### src/inc/cks_pkg.sv
// Constants, field positions and types for the clock source selector.
// Assumes a single 100 MHz core clock and an AXI4-Lite register master.
package cks_pkg;

	// ==========================================================
	// Clock sources
	typedef enum logic [1:0] {
		SRC_INT,
		SRC_PRI,
		SRC_SEC
	} cks_src_e;

	// ==========================================================
	// Register map
	localparam int ADDR_W = 4;
	localparam logic [3:0] OSC_CTRL_OFS = 4'h0;
	localparam logic [3:0] TMR_CTRL_OFS = 4'h4;
	localparam int SEL_LSB = 0;
	localparam int SEL_MSB = 1;
	localparam int STD_BIT = 3;
	localparam int IDLE_BIT = 7;
	localparam int SECEN_BIT = 3;
	localparam int SCR_BIT = 6;
	localparam logic [1:0] SEL_RST = 2'h0;
	localparam logic [1:0] SEL_DFLT = 2'h0;
	localparam logic [1:0] SEL_SEC = 2'h1;
	localparam logic [1:0] HIT_NONE = 2'h0;
	localparam logic [1:0] HIT_OSC = 2'h1;
	localparam logic [1:0] HIT_TMR = 2'h2;
	localparam logic [1:0] RESP_OKAY = 2'h0;
	localparam logic [1:0] RESP_SLVERR = 2'h2;

	// ==========================================================
	// Cycle counts
	localparam int OST_CYCLES = 1024;
	localparam int OST_CNT_W = 11;
	localparam logic [1:0] OLD_PAUSE_CYC = 2'h2;
	localparam logic [1:0] NEW_PAUSE_CYC = 2'h3;

endpackage : cks_pkg

### src/inc/cks_sw_if.sv
// Link between the register side and the clock switch sequencer.
// Assumes both ends run on the same core clock.
`timescale 1ns/1ps
`default_nettype none
interface cks_sw_if;
	cks_pkg::cks_src_e req_src;
	cks_pkg::cks_src_e active_src;
	logic [2:0] src_ready;
	logic hold;
	modport ctl (output req_src, output src_ready,
		input active_src, input hold);
	modport seq (input req_src, input src_ready,
		output active_src, output hold);
endinterface : cks_sw_if
`default_nettype wire

### src/cks_top.sv
// Holds the register side: AXI4-Lite slave, start-up timer, status.
// Assumes oscillator ready pins are asynchronous to core_clk and
// cfg inputs come from logic on core_clk.
`timescale 1ns/1ps
`default_nettype none
module cks_top #(
	parameter int OST_CYCLES = cks_pkg::OST_CYCLES
) (
	input wire logic core_clk,
	input wire logic resetn,
	input wire logic [cks_pkg::ADDR_W-1:0] s_axi_awaddr,
	input wire logic s_axi_awvalid,
	output logic s_axi_awready,
	input wire logic [31:0] s_axi_wdata,
	input wire logic [3:0] s_axi_wstrb,
	input wire logic s_axi_wvalid,
	output logic s_axi_wready,
	output logic [1:0] s_axi_bresp,
	output logic s_axi_bvalid,
	input wire logic s_axi_bready,
	input wire logic [cks_pkg::ADDR_W-1:0] s_axi_araddr,
	input wire logic s_axi_arvalid,
	output logic s_axi_arready,
	output logic [31:0] s_axi_rdata,
	output logic [1:0] s_axi_rresp,
	output logic s_axi_rvalid,
	input wire logic s_axi_rready,
	input wire logic [2:0] primary_osc_config,
	input wire logic default_source_select_cfg,
	input wire logic cfg_loaded,
	input wire logic internal_osc_ready,
	input wire logic primary_osc_ready,
	input wire logic secondary_osc_ready,
	input wire logic sleep_exec,
	output logic [1:0] clk_source,
	output logic clk_hold,
	output logic [2:0] primary_mode,
	output logic sleep_enter,
	output logic idle_enter,
	output logic startup_timer_done,
	output logic secondary_clock_running
);

	// ==========================================================
	// Helpers
	function automatic logic [1:0] reg_hit(
		input logic [cks_pkg::ADDR_W-1:0] addr
	);
		logic [1:0] h;
		h = cks_pkg::HIT_NONE;
		if (addr == cks_pkg::OSC_CTRL_OFS) begin
			h = cks_pkg::HIT_OSC;
		end else if (addr == cks_pkg::TMR_CTRL_OFS) begin
			h = cks_pkg::HIT_TMR;
		end
		return h;
	endfunction : reg_hit

	// ==========================================================
	// State
	typedef struct packed {
		logic [2:0] sync1;
		logic [2:0] sync2;
		logic [cks_pkg::OST_CNT_W-1:0] ost_cnt;
		logic ost_done;
		logic cfg_done;
		logic dflt_pri;
		logic [2:0] pri_cfg;
		logic [1:0] sel;
		logic idle;
		logic sec_en;
		logic std;
		logic scr;
		logic sleep_p;
		logic idle_p;
		logic awready;
		logic wready;
		logic aw_have;
		logic w_have;
		logic [cks_pkg::ADDR_W-1:0] awaddr;
		logic [7:0] wdata;
		logic wstrb0;
		logic bvalid;
		logic [1:0] bresp;
		logic arready;
		logic rvalid;
		logic [1:0] rresp;
		logic [7:0] rdata;
	} cks_top_s;

	cks_top_s r;
	cks_top_s n;
	cks_pkg::cks_src_e sel_src;
	cks_pkg::cks_src_e req_src;
	logic [1:0] wr_hit;
	logic [1:0] rd_hit;

	cks_sw_if sw ();

	cks_switch u_switch (
		.core_clk(core_clk),
		.resetn(resetn),
		.sw(sw)
	);

	// ==========================================================
	// Source request
	always_comb begin
		sel_src = cks_pkg::SRC_INT;
		if (r.cfg_done) begin
			case (r.sel)
				cks_pkg::SEL_DFLT: begin
					sel_src = r.dflt_pri ? cks_pkg::SRC_PRI
						: cks_pkg::SRC_INT;
				end
				cks_pkg::SEL_SEC: begin
					sel_src = cks_pkg::SRC_SEC;
				end
				default: begin
					sel_src = cks_pkg::SRC_INT;
				end
			endcase
		end
		req_src = sel_src;
		if (sel_src == cks_pkg::SRC_SEC && !r.sec_en) begin
			req_src = sw.active_src;
		end
	end

	assign sw.req_src = req_src;
	assign sw.src_ready = {r.sync2[2] & r.sec_en, r.ost_done,
		r.sync2[0]};

	// ==========================================================
	// Next state
	always_comb begin
		n = r;
		wr_hit = reg_hit(r.awaddr);
		rd_hit = reg_hit(s_axi_araddr);
		n.sync1 = {secondary_osc_ready, primary_osc_ready,
			internal_osc_ready};
		n.sync2 = r.sync1;
		// Start-up timer runs while the primary reports ready.
		if (!r.sync2[1]) begin
			n.ost_cnt = '0;
			n.ost_done = 1'b0;
		end else if (r.ost_cnt !=
			cks_pkg::OST_CNT_W'(OST_CYCLES - 1)) begin
			n.ost_cnt = r.ost_cnt + 1'b1;
		end else begin
			n.ost_done = 1'b1;
		end
		if (cfg_loaded && !r.cfg_done) begin
			n.cfg_done = 1'b1;
			n.dflt_pri = default_source_select_cfg;
			n.pri_cfg = primary_osc_config;
		end
		if (!sw.hold) begin
			n.std = sw.active_src == cks_pkg::SRC_PRI && r.ost_done;
			n.scr = sw.active_src == cks_pkg::SRC_SEC;
		end
		n.sleep_p = sleep_exec && !r.idle;
		n.idle_p = sleep_exec && r.idle;
		// Write address and data may arrive in either order.
		if (s_axi_awvalid && r.awready) begin
			n.aw_have = 1'b1;
			n.awaddr = s_axi_awaddr;
		end
		if (s_axi_wvalid && r.wready) begin
			n.w_have = 1'b1;
			n.wdata = s_axi_wdata[7:0];
			n.wstrb0 = s_axi_wstrb[0];
		end
		if (r.bvalid && s_axi_bready) begin
			n.bvalid = 1'b0;
		end
		if (r.aw_have && r.w_have && !r.bvalid) begin
			n.aw_have = 1'b0;
			n.w_have = 1'b0;
			n.bvalid = 1'b1;
			n.bresp = cks_pkg::RESP_OKAY;
			case (wr_hit)
				cks_pkg::HIT_OSC: begin
					if (r.wstrb0) begin
						n.sel = r.wdata[cks_pkg::SEL_MSB:
							cks_pkg::SEL_LSB];
						n.idle = r.wdata[cks_pkg::IDLE_BIT];
					end
				end
				cks_pkg::HIT_TMR: begin
					if (r.wstrb0) begin
						n.sec_en = r.wdata[cks_pkg::SECEN_BIT];
					end
				end
				default: begin
					n.bresp = cks_pkg::RESP_SLVERR;
				end
			endcase
		end
		n.awready = !n.aw_have && !n.bvalid;
		n.wready = !n.w_have && !n.bvalid;
		// Read channel.
		if (r.rvalid && s_axi_rready) begin
			n.rvalid = 1'b0;
		end
		if (s_axi_arvalid && r.arready) begin
			n.rvalid = 1'b1;
			n.rdata = 8'h00;
			n.rresp = cks_pkg::RESP_OKAY;
			case (rd_hit)
				cks_pkg::HIT_OSC: begin
					n.rdata[cks_pkg::SEL_MSB:cks_pkg::SEL_LSB] = r.sel;
					n.rdata[cks_pkg::STD_BIT] = r.std;
					n.rdata[cks_pkg::IDLE_BIT] = r.idle;
				end
				cks_pkg::HIT_TMR: begin
					n.rdata[cks_pkg::SECEN_BIT] = r.sec_en;
					n.rdata[cks_pkg::SCR_BIT] = r.scr;
				end
				default: begin
					n.rresp = cks_pkg::RESP_SLVERR;
				end
			endcase
		end
		n.arready = !n.rvalid;
	end

	// ==========================================================
	// Registers
	always_ff @(posedge core_clk) begin
		if (!resetn) begin
			r <= '0;
		end else begin
			r <= n;
		end
	end

	// ==========================================================
	// Outputs
	assign s_axi_awready = r.awready;
	assign s_axi_wready = r.wready;
	assign s_axi_bresp = r.bresp;
	assign s_axi_bvalid = r.bvalid;
	assign s_axi_arready = r.arready;
	assign s_axi_rdata = {24'h000000, r.rdata};
	assign s_axi_rresp = r.rresp;
	assign s_axi_rvalid = r.rvalid;
	assign clk_source = sw.active_src;
	assign clk_hold = sw.hold;
	assign primary_mode = r.pri_cfg;
	assign sleep_enter = r.sleep_p;
	assign idle_enter = r.idle_p;
	assign startup_timer_done = r.std;
	assign secondary_clock_running = r.scr;

	// ==========================================================
	// Checks
	// status bits exclusive.
	property p_status_excl;
		@(posedge core_clk) disable iff (!resetn)
		!(r.std && r.scr);
	endproperty
	a_status_excl: assert property (p_status_excl)
		else $error("both source status bits set");

	property p_none_internal;
		@(posedge core_clk) disable iff (!resetn)
		(!r.std && !r.scr && !$past(sw.hold) && !$past(n.std)
			&& !$past(n.scr) && !sw.hold && !$past(r.std)
			&& $past(sw.active_src) == sw.active_src)
			|-> (sw.active_src == cks_pkg::SRC_INT
			|| (sw.active_src == cks_pkg::SRC_PRI && !$past(r.ost_done)));
	endproperty
	a_none_internal: assert property (p_none_internal)
		else $error("no status bit but non-internal source running");

	property p_idle_entry;
		@(posedge core_clk) disable iff (!resetn)
		(sleep_exec && r.idle) |=> (r.idle_p && !r.sleep_p);
	endproperty
	a_idle_entry: assert property (p_idle_entry)
		else $error("sleep with idle bit did not enter idle");

	property p_sleep_entry;
		@(posedge core_clk) disable iff (!resetn)
		(sleep_exec && !r.idle) |=> (r.sleep_p && !r.idle_p);
	endproperty
	a_sleep_entry: assert property (p_sleep_entry)
		else $error("sleep without idle bit did not enter sleep");

	property p_sec_refused;
		@(posedge core_clk) disable iff (!resetn)
		(sw.req_src == cks_pkg::SRC_SEC) |-> r.sec_en;
	endproperty
	a_sec_refused: assert property (p_sec_refused)
		else $error("secondary requested while its oscillator is off");

	property p_reset_sel;
		@(posedge core_clk) disable iff (!resetn)
		$rose(resetn) |-> (r.sel == cks_pkg::SEL_RST
			&& sw.active_src == cks_pkg::SRC_INT);
	endproperty
	a_reset_sel: assert property (p_reset_sel)
		else $error("select field not cleared after reset");

	property p_preload_int;
		@(posedge core_clk) disable iff (!resetn)
		!r.cfg_done |-> sw.active_src == cks_pkg::SRC_INT;
	endproperty
	a_preload_int: assert property (p_preload_int)
		else $error("non-internal clock before configuration load");

	property p_std_cause;
		@(posedge core_clk) disable iff (!resetn)
		$rose(r.std) |-> ($past(sw.active_src) == cks_pkg::SRC_PRI
			&& $past(r.ost_done) && !$past(sw.hold));
	endproperty
	a_std_cause: assert property (p_std_cause)
		else $error("timer done bit set without primary running");

	property p_status_hold;
		@(posedge core_clk) disable iff (!resetn)
		sw.hold |=> ($stable(r.std) && $stable(r.scr));
	endproperty
	a_status_hold: assert property (p_status_hold)
		else $error("status bit changed during clock transition");

endmodule : cks_top
`default_nettype wire

### src/cks_switch.sv
// Glitch-free clock switch sequencer.
// Assumes src_ready is synchronised and indexed by source.
`timescale 1ns/1ps
`default_nettype none
module cks_switch (
	input wire logic core_clk,
	input wire logic resetn,
	cks_sw_if.seq sw
);

	// ==========================================================
	// State
	typedef enum logic [1:0] {
		ST_RUN,
		ST_OLD,
		ST_WAIT,
		ST_NEW
	} cks_st_e;

	typedef struct packed {
		cks_st_e st;
		logic [1:0] cnt;
		cks_pkg::cks_src_e tgt;
		cks_pkg::cks_src_e active;
		logic hold;
	} cks_seq_s;

	cks_seq_s r;
	cks_seq_s n;

	assign sw.active_src = r.active;
	assign sw.hold = r.hold;

	// ==========================================================
	// Sequencer
	always_comb begin
		n = r;
		case (r.st)
			ST_RUN: begin
				if (sw.req_src != r.active) begin
					n.tgt = sw.req_src;
					n.hold = 1'b1;
					n.cnt = 2'h0;
					n.st = ST_OLD;
				end
			end
			ST_OLD: begin
				n.cnt = r.cnt + 2'h1;
				if (r.cnt == cks_pkg::OLD_PAUSE_CYC - 2'h1) begin
					n.cnt = 2'h0;
					n.st = ST_WAIT;
				end
			end
			ST_WAIT: begin
				if (sw.src_ready[r.tgt]) begin
					n.st = ST_NEW;
				end
			end
			ST_NEW: begin
				n.cnt = r.cnt + 2'h1;
				if (r.cnt == cks_pkg::NEW_PAUSE_CYC - 2'h1) begin
					n.cnt = 2'h0;
					n.active = r.tgt;
					n.hold = 1'b0;
					n.st = ST_RUN;
				end
			end
			default: begin
				n.st = ST_RUN;
				n.hold = 1'b0;
			end
		endcase
	end

	always_ff @(posedge core_clk) begin
		if (!resetn) begin
			r <= '0;
		end else begin
			r <= n;
		end
	end

	// ==========================================================
	// Checks
	// pause length check.
	property p_pause_min;
		@(posedge core_clk) disable iff (!resetn)
		$rose(r.hold) |-> r.hold [*6];
	endproperty
	a_pause_min: assert property (p_pause_min)
		else $error("clock pause shorter than six cycles");

	property p_active_at_end;
		@(posedge core_clk) disable iff (!resetn)
		$changed(r.active) |-> $fell(r.hold);
	endproperty
	a_active_at_end: assert property (p_active_at_end)
		else $error("active source changed outside pause end");

	property p_switch_start;
		@(posedge core_clk) disable iff (!resetn)
		(r.st == ST_RUN && sw.req_src != r.active) |=> r.hold;
	endproperty
	a_switch_start: assert property (p_switch_start)
		else $error("switch did not start after new selection");

endmodule : cks_switch
`default_nettype wire

### config.mk
export PLATFORM = sky130hd
export DESIGN_NAME = cks_top
export DESIGN_NICKNAME = d
export VERILOG_FILES = /design/src/inc/cks_pkg.sv /design/src/inc/cks_sw_if.sv /design/src/cks_top.sv /design/src/cks_switch.sv
export SDC_FILE = /design/constraint.sdc
export NUM_CORES = 1
export LEC_CHECK = 0
export ABC_AREA = 1
export BUFFER_PORTS_ARGS = -buffer_cell sky130_fd_sc_hd__buf_2
export CORE_MARGIN = 8
export CORE_UTILIZATION = 45
export DETAILED_ROUTE_END_ITERATION = 8
export GPL_ROUTABILITY_DRIVEN = 0
export MAX_ROUTING_LAYER = met4
export PLACE_DENSITY = 0.75
export SYNTH_ARGS = -nofsm -noshare
export SYNTH_HDL_FRONTEND = slang
export SYNTH_SLANG_ARGS = --single-unit
export TNS_END_PERCENT = 10
### constraint.sdc
create_clock -name core_clk -period 1.7 [get_ports core_clk]
set_clock_uncertainty 0.1 [all_clocks]
set_input_delay 0.51 -clock core_clk [delete_from_list [all_inputs] [get_ports core_clk]]
set_output_delay 0.51 -clock core_clk [all_outputs]
set_load 0.01 [all_outputs]
# Yosys cells after proc, flatten, opt, wreduce, memory -nomap -nowiden
# Index checks and enable logic that the tools add are counted.
classes:
  eq_ne: 21
  addsub: 2
  muxes: 32
  magnitude_cmp: 1
  n_reduce_logical: 38
  bitwise_logic: 1
op_table:
  columns: ["cell", "n"]
  rows:
  - ["$mux W2", 11]
  - ["$eq A2 B2 Y1 const B", 7]
  - ["$logic_and A1 B1 Y1", 14]
  - ["$eq A2 B1 Y1 const B", 6]
  - ["$add A11 B1 Y11 const B", 1]
  - ["$mux W11", 1]
  - ["$ne A11 B10 Y1 const B", 1]
  - ["$mux W1", 10]
  - ["$reduce_and A3 Y1", 3]
  - ["$eq A4 B3 Y1 const B", 2]
  - ["$logic_not A1 Y1", 8]
  - ["$logic_not A4 Y1", 2]
  - ["$mux W4", 2]
  - ["$ne A2 B1 Y1 const B", 4]
  - ["$pmux W2 S4", 1]
  - ["$reduce_and A2 Y1", 4]
  - ["$mux W6", 1]
  - ["$pmux W2 S3", 1]
  - ["$logic_not A2 Y1", 2]
  - ["$pmux W1 S2", 2]
  - ["$pmux W2 S2", 1]
  - ["$reduce_and A4 Y1", 1]
  - ["$reduce_or A2 Y1", 2]
  - ["$lt A2 B3 Y1 const B", 1]
  - ["other kinds (7)", 7]
totals:
  output_inout_bits: 51
  inputBits: 60
  regBits: 69
  word_cells: 127

# Logic depth before layout (Yosys ltp)
logic_depth:
  word_depth: 9
  depth_mapped: 9
  ltp_nobuf: 9

# Hierarchy
# A second synthesis with hierarchy kept.
unflattened:
  hier_cells: 388
  area_unflattened_um2: 2921.6
modules_own_cells:
  columns: ["mod", "n_inst", "seq_area_each_um2", "area_each_um2", "cells_each"]
  rows:
  - ["cks_top", 1, 1081.0, 2441.1, 320]
  - ["cks_switch", 1, 180.2, 480.5, 68]

# Worst setup path after synthesis
# Ideal clock, no wire load.
synth_path:
  path_kind: "register -> register"
  startpoint: "reg r[46] in the netlist's numbering"
  endpoint: "reg r[47] in the netlist's numbering"
  period_less_slack_ns: 1.433
  arrival_ns: 1.209
  path_buffers: 1
  slack_ns: 0.267
  setup_time_ns: 0.124
  t_required_ns: 1.476
  stages_incl_launch_ff: 8
  path_cell_list: "dfxtp_1 > ha_1 > nand3_2 > nor3_4 > nand3_2 > buf_6 > nand2_1 > a21oi_1"
synth_between:
  elab_chain_cells: 1
  word_cells_on_any_way: 2
  cone_classes: "add/sub (1); eq/ne (1)"
synth_rtl:
  columns: ["item", "line", "rtl"]
  rows:
  - ["from (decl)", "cks_top.sv:91", "cks_top_s r;"]
  - ["from (signal assigned)", "cks_top.sv:234", "r <= n;"]
  - ["$add A11 B1 Y11 / $ne A11 B10 Y1 (equally long branches)", "cks_top.sv:149, cks_top.sv:147", null]
# Several ways; a longest one is shown, not always the timed one.
# A chain may end at the register's enable or synchronous reset.

# Worst setup path after layout
layout_path:
  startpoint: "reg r[47] in the netlist's numbering"
  endpoint: "reg r[54] in the netlist's numbering"
# Same word-level chain as after synthesis.

==> impl_metrics.env <==
export IMPL_worst_path_buf_inv=1
export IMPL_clk_pin_slew_ps=70
export IMPL_status="finished clean"
export IMPL_pwr_density_cell_nw_per_um2=1010
export IMPL_p_comb_frac=0.079
export IMPL_total_power_mw=3.25
export IMPL_ant_nets=0
export IMPL_core_area_um2=6200
export IMPL_overflow=0
export IMPL_path_max_fanout=5
export IMPL_vias=2358
export IMPL_timing_critical_path_mode_cell="nand2_1"
export IMPL_fin_nets=485
export IMPL_start_util=0.455
export IMPL_syn_to_final_growth_pct=14.1
export IMPL_drc=0
export IMPL_critical_path_cell_chain="ha_1, nand3_2, nor3_4, nand2_1, nor2_1, o21ai_1, nand2_1, inv_1"
export IMPL_synth_commonest_cells="63 x dfxtp_1, 52 x nand2_1, 52 x nor2_1"
export IMPL_ys_types=30
export IMPL_period_minus_slack_ps=1580
export IMPL_peakVddDrop_uv=687
export IMPL_cp_slowest_cell="dfxtp_1"
export IMPL_synth_edf_count=0
export IMPL_dieArea_um2=9060
export IMPL_route_detailed_wl_per_inst_um=11.3
export IMPL_cap_violations=0
export IMPL_synth_top_area_share=0.447
export IMPL_dp_hpwl_mm=4.35
export IMPL_cts_hold_buffers_added=0
export IMPL_wirelength_mm=5.71
export IMPL_row_count=29
export IMPL_syn_area_um2=2820
export IMPL_synth_async_reset_ratio=0
export IMPL_grt_max_degree=19
export IMPL_clock_power_share=0.439
export IMPL_fmax_mhz=632
export IMPL_antenna_cells=0
export IMPL_max_stage_delay_ps=370
export IMPL_pre_cts_slack_ps=96.8
export IMPL_drt_iter0_markers=80
export IMPL_clock_latency_ps=340
export IMPL_grt_antenna_before_repair=0
export IMPL_worstPathArrival_ps=1720
export IMPL_h_tree_depth=3
export IMPL_setup_slack_ps=117
export IMPL_syn_inst=374
export IMPL_seq_area_frac_synth=0.447
export IMPL_setup_worst_path_start_class="register"
export IMPL_die_y_um=95.2
export IMPL_num_io_pins=111
export IMPL_firstDrtPassIters=4
export IMPL_synth_most_common_cell="dfxtp_1"
export IMPL_clk_path_buf_depth=2
export IMPL_grt_pass1_wl_mm=9.40
export IMPL_p_int_mw=2.45
export IMPL_power_switching_mw=0.792
export IMPL_cts_tree="built"
export IMPL_drive_gt1_frac=0.198
export IMPL_end_kind="register"
export IMPL_slew_violations=0
export IMPL_grt_total_usage=0.132
export IMPL_avgSynthCellArea_um2=7.54
export IMPL_seq_power_share=0.482
export IMPL_leakage_nw=1.53
export IMPL_period_share=0.931
export IMPL_final_cells=506
export IMPL_cts_setup_buffers=0
export IMPL_swShare=0.244
export IMPL_dp_cells=490
export IMPL_clock_root_buffer="clkbuf_8"
export IMPL_crit_type="register to register"
export IMPL_tightest_slew_ps=509
export IMPL_die_w_um=95.2
export IMPL_portBuffers=50
export IMPL_viasPerCell=4.66
export IMPL_post_cts_resized=0
export IMPL_post_synth_top_area_cell="dfxtp_1"
export IMPL_cts_buffers=9
export IMPL_required_ps=1840
export IMPL_cts_sinks=63
export IMPL_crit_family="simple AND/OR/NAND/NOR gates"
export IMPL_synth_top_flop_cell="dfxtp_1"
export IMPL_rsz0062_at_grt="yes"
export IMPL_ys_seq_elements=63
export IMPL_min_delay_path_class="primary input to register"
export IMPL_yosys_warnings=0
export IMPL_setup_viol=0
export IMPL_synthTopCellsByArea="dfxtp_1 45%, buf_4 11%, nand2_1 6.9%"
export IMPL_grt_pass1_vias=2249
export IMPL_slew_limit_headroom=0.658
export IMPL_hold_violations=0
==> power by group through the flow <==
stage                     logic, mW  clock network (mW)  registers [mW]
after global placement        0.250                   0            1.60
final                         0.257                1.42            1.57
after floorplan               0.214                   0            1.60
after CTS                     0.256                1.45            1.56
after detailed placement      0.254                   0            1.60
after global routing          0.295                1.50            1.57
==> tightest hold or removal path: cells and delay by family <==
family / cells / cell delay (ps)
simple gates: 1 / 40
buf+inv: 2 / 110
==> state kept, by name, indices dropped and copies added (netlist names), named ones only <==
signal	count
s_axi_bvalid	1
s_axi_wready	1
r	32
u_switch.r	5
n	3
idle_enter	1
s_axi_awready	1
s_axi_arready	1
s_axi_rvalid	1
s_axi_bresp	1
s_axi_rdata	5
s_axi_rresp	1
u_switch.sw.active_src	2
startup_timer_done	1
sleep_enter	1
secondary_clock_running	1
primary_mode	3
u_switch.sw.hold	1
==> metrics by stage <==
step                hold slack, ps  instance area [µm²]  utilization  TNS, ps
finish                         255                 3220        0.519        0
detailed placement             299                 2990        0.482        0
global placement               294                 2990        0.482        0
global route                   252                 3220        0.519    -30.9
CTS                            245                 3210        0.517        0
floorplan                      290                 2930            -        0
==> path summary, 6_finish.rpt <==
| check | start | end | slack (ps) | cells after the start |
|---|---|---|---|---|
| min reg2reg | n[59] | r[59] | 310 | 2 |
| min | internal_osc_ready | n[57] | 260 | 3 |
| max | r[47] | r[54] | 120 | 8 |
| max reg2reg | r[47] | r[54] | 120 | 8 |
==> layout by cell type (no fill, tap or decap), types with 3 or more instances in the layout <==
cell type,Yosys,layout
nand3_1,19,19
nand3_2,4,3
conb_1,1,29
o21ai_0,27,27
nor2_2,3,3
inv_1,47,47
a21oi_1,27,27
a31oi_1,3,3
buf_4,41,7
nor2_1,52,52
clkbuf_8,0,9
nand2_1,52,52
nor3_1,7,7
nand4_1,6,6
buf_2,1,50
dfxtp_1,63,63
==> cell type report <==
| class | instances | area (µm²) |
|---|---|---|
| flip-flops and latches | 63 | 1260 |
| multi-input cells | 245 | 1160 |
| fillers | 609 | 2990 |
| inverters | 48 | 180 |
| clock inverters | 7 | 97.6 |
| well taps | 77 | 96.3 |
| repair buffers | 57 | 303 |
| clock buffers | 9 | 124 |
==> metal layers <==
| layer | part of all wire | global-route usage | vias to the layer above |
|---|---|---|---|
| li1 | - | - | 1231 |
| met1 | 0.45 | 0.155 | 1053 |
| met2 | 0.47 | 0.207 | 63 |
| met3 | 0.057 | 0.0276 | 11 |
| met4 | 0.022 | 0.0741 | 0 |
| met5 | 0 | - | - |
==> cell families (layout without fill, tap and decap cells) <==
| kind of cell | after synthesis | in the layout | synth area share |
|---|---|---|---|
| XOR/XNOR | 2 | 2 | 0.00621 |
| adder cells (fa/ha/maj) | 1 | 1 | 0.00444 |
| flip-flops | 63 | 63 | 0.447 |
| buffers and inverters | 94 | 121 | 0.183 |
| AND/OR/NAND/NOR | 150 | 150 | 0.241 |
| other | 1 | 29 | 0.00133 |
| AO/OA/AOI/OAI | 63 | 63 | 0.117 |
(Power assumes the default switching activity.)
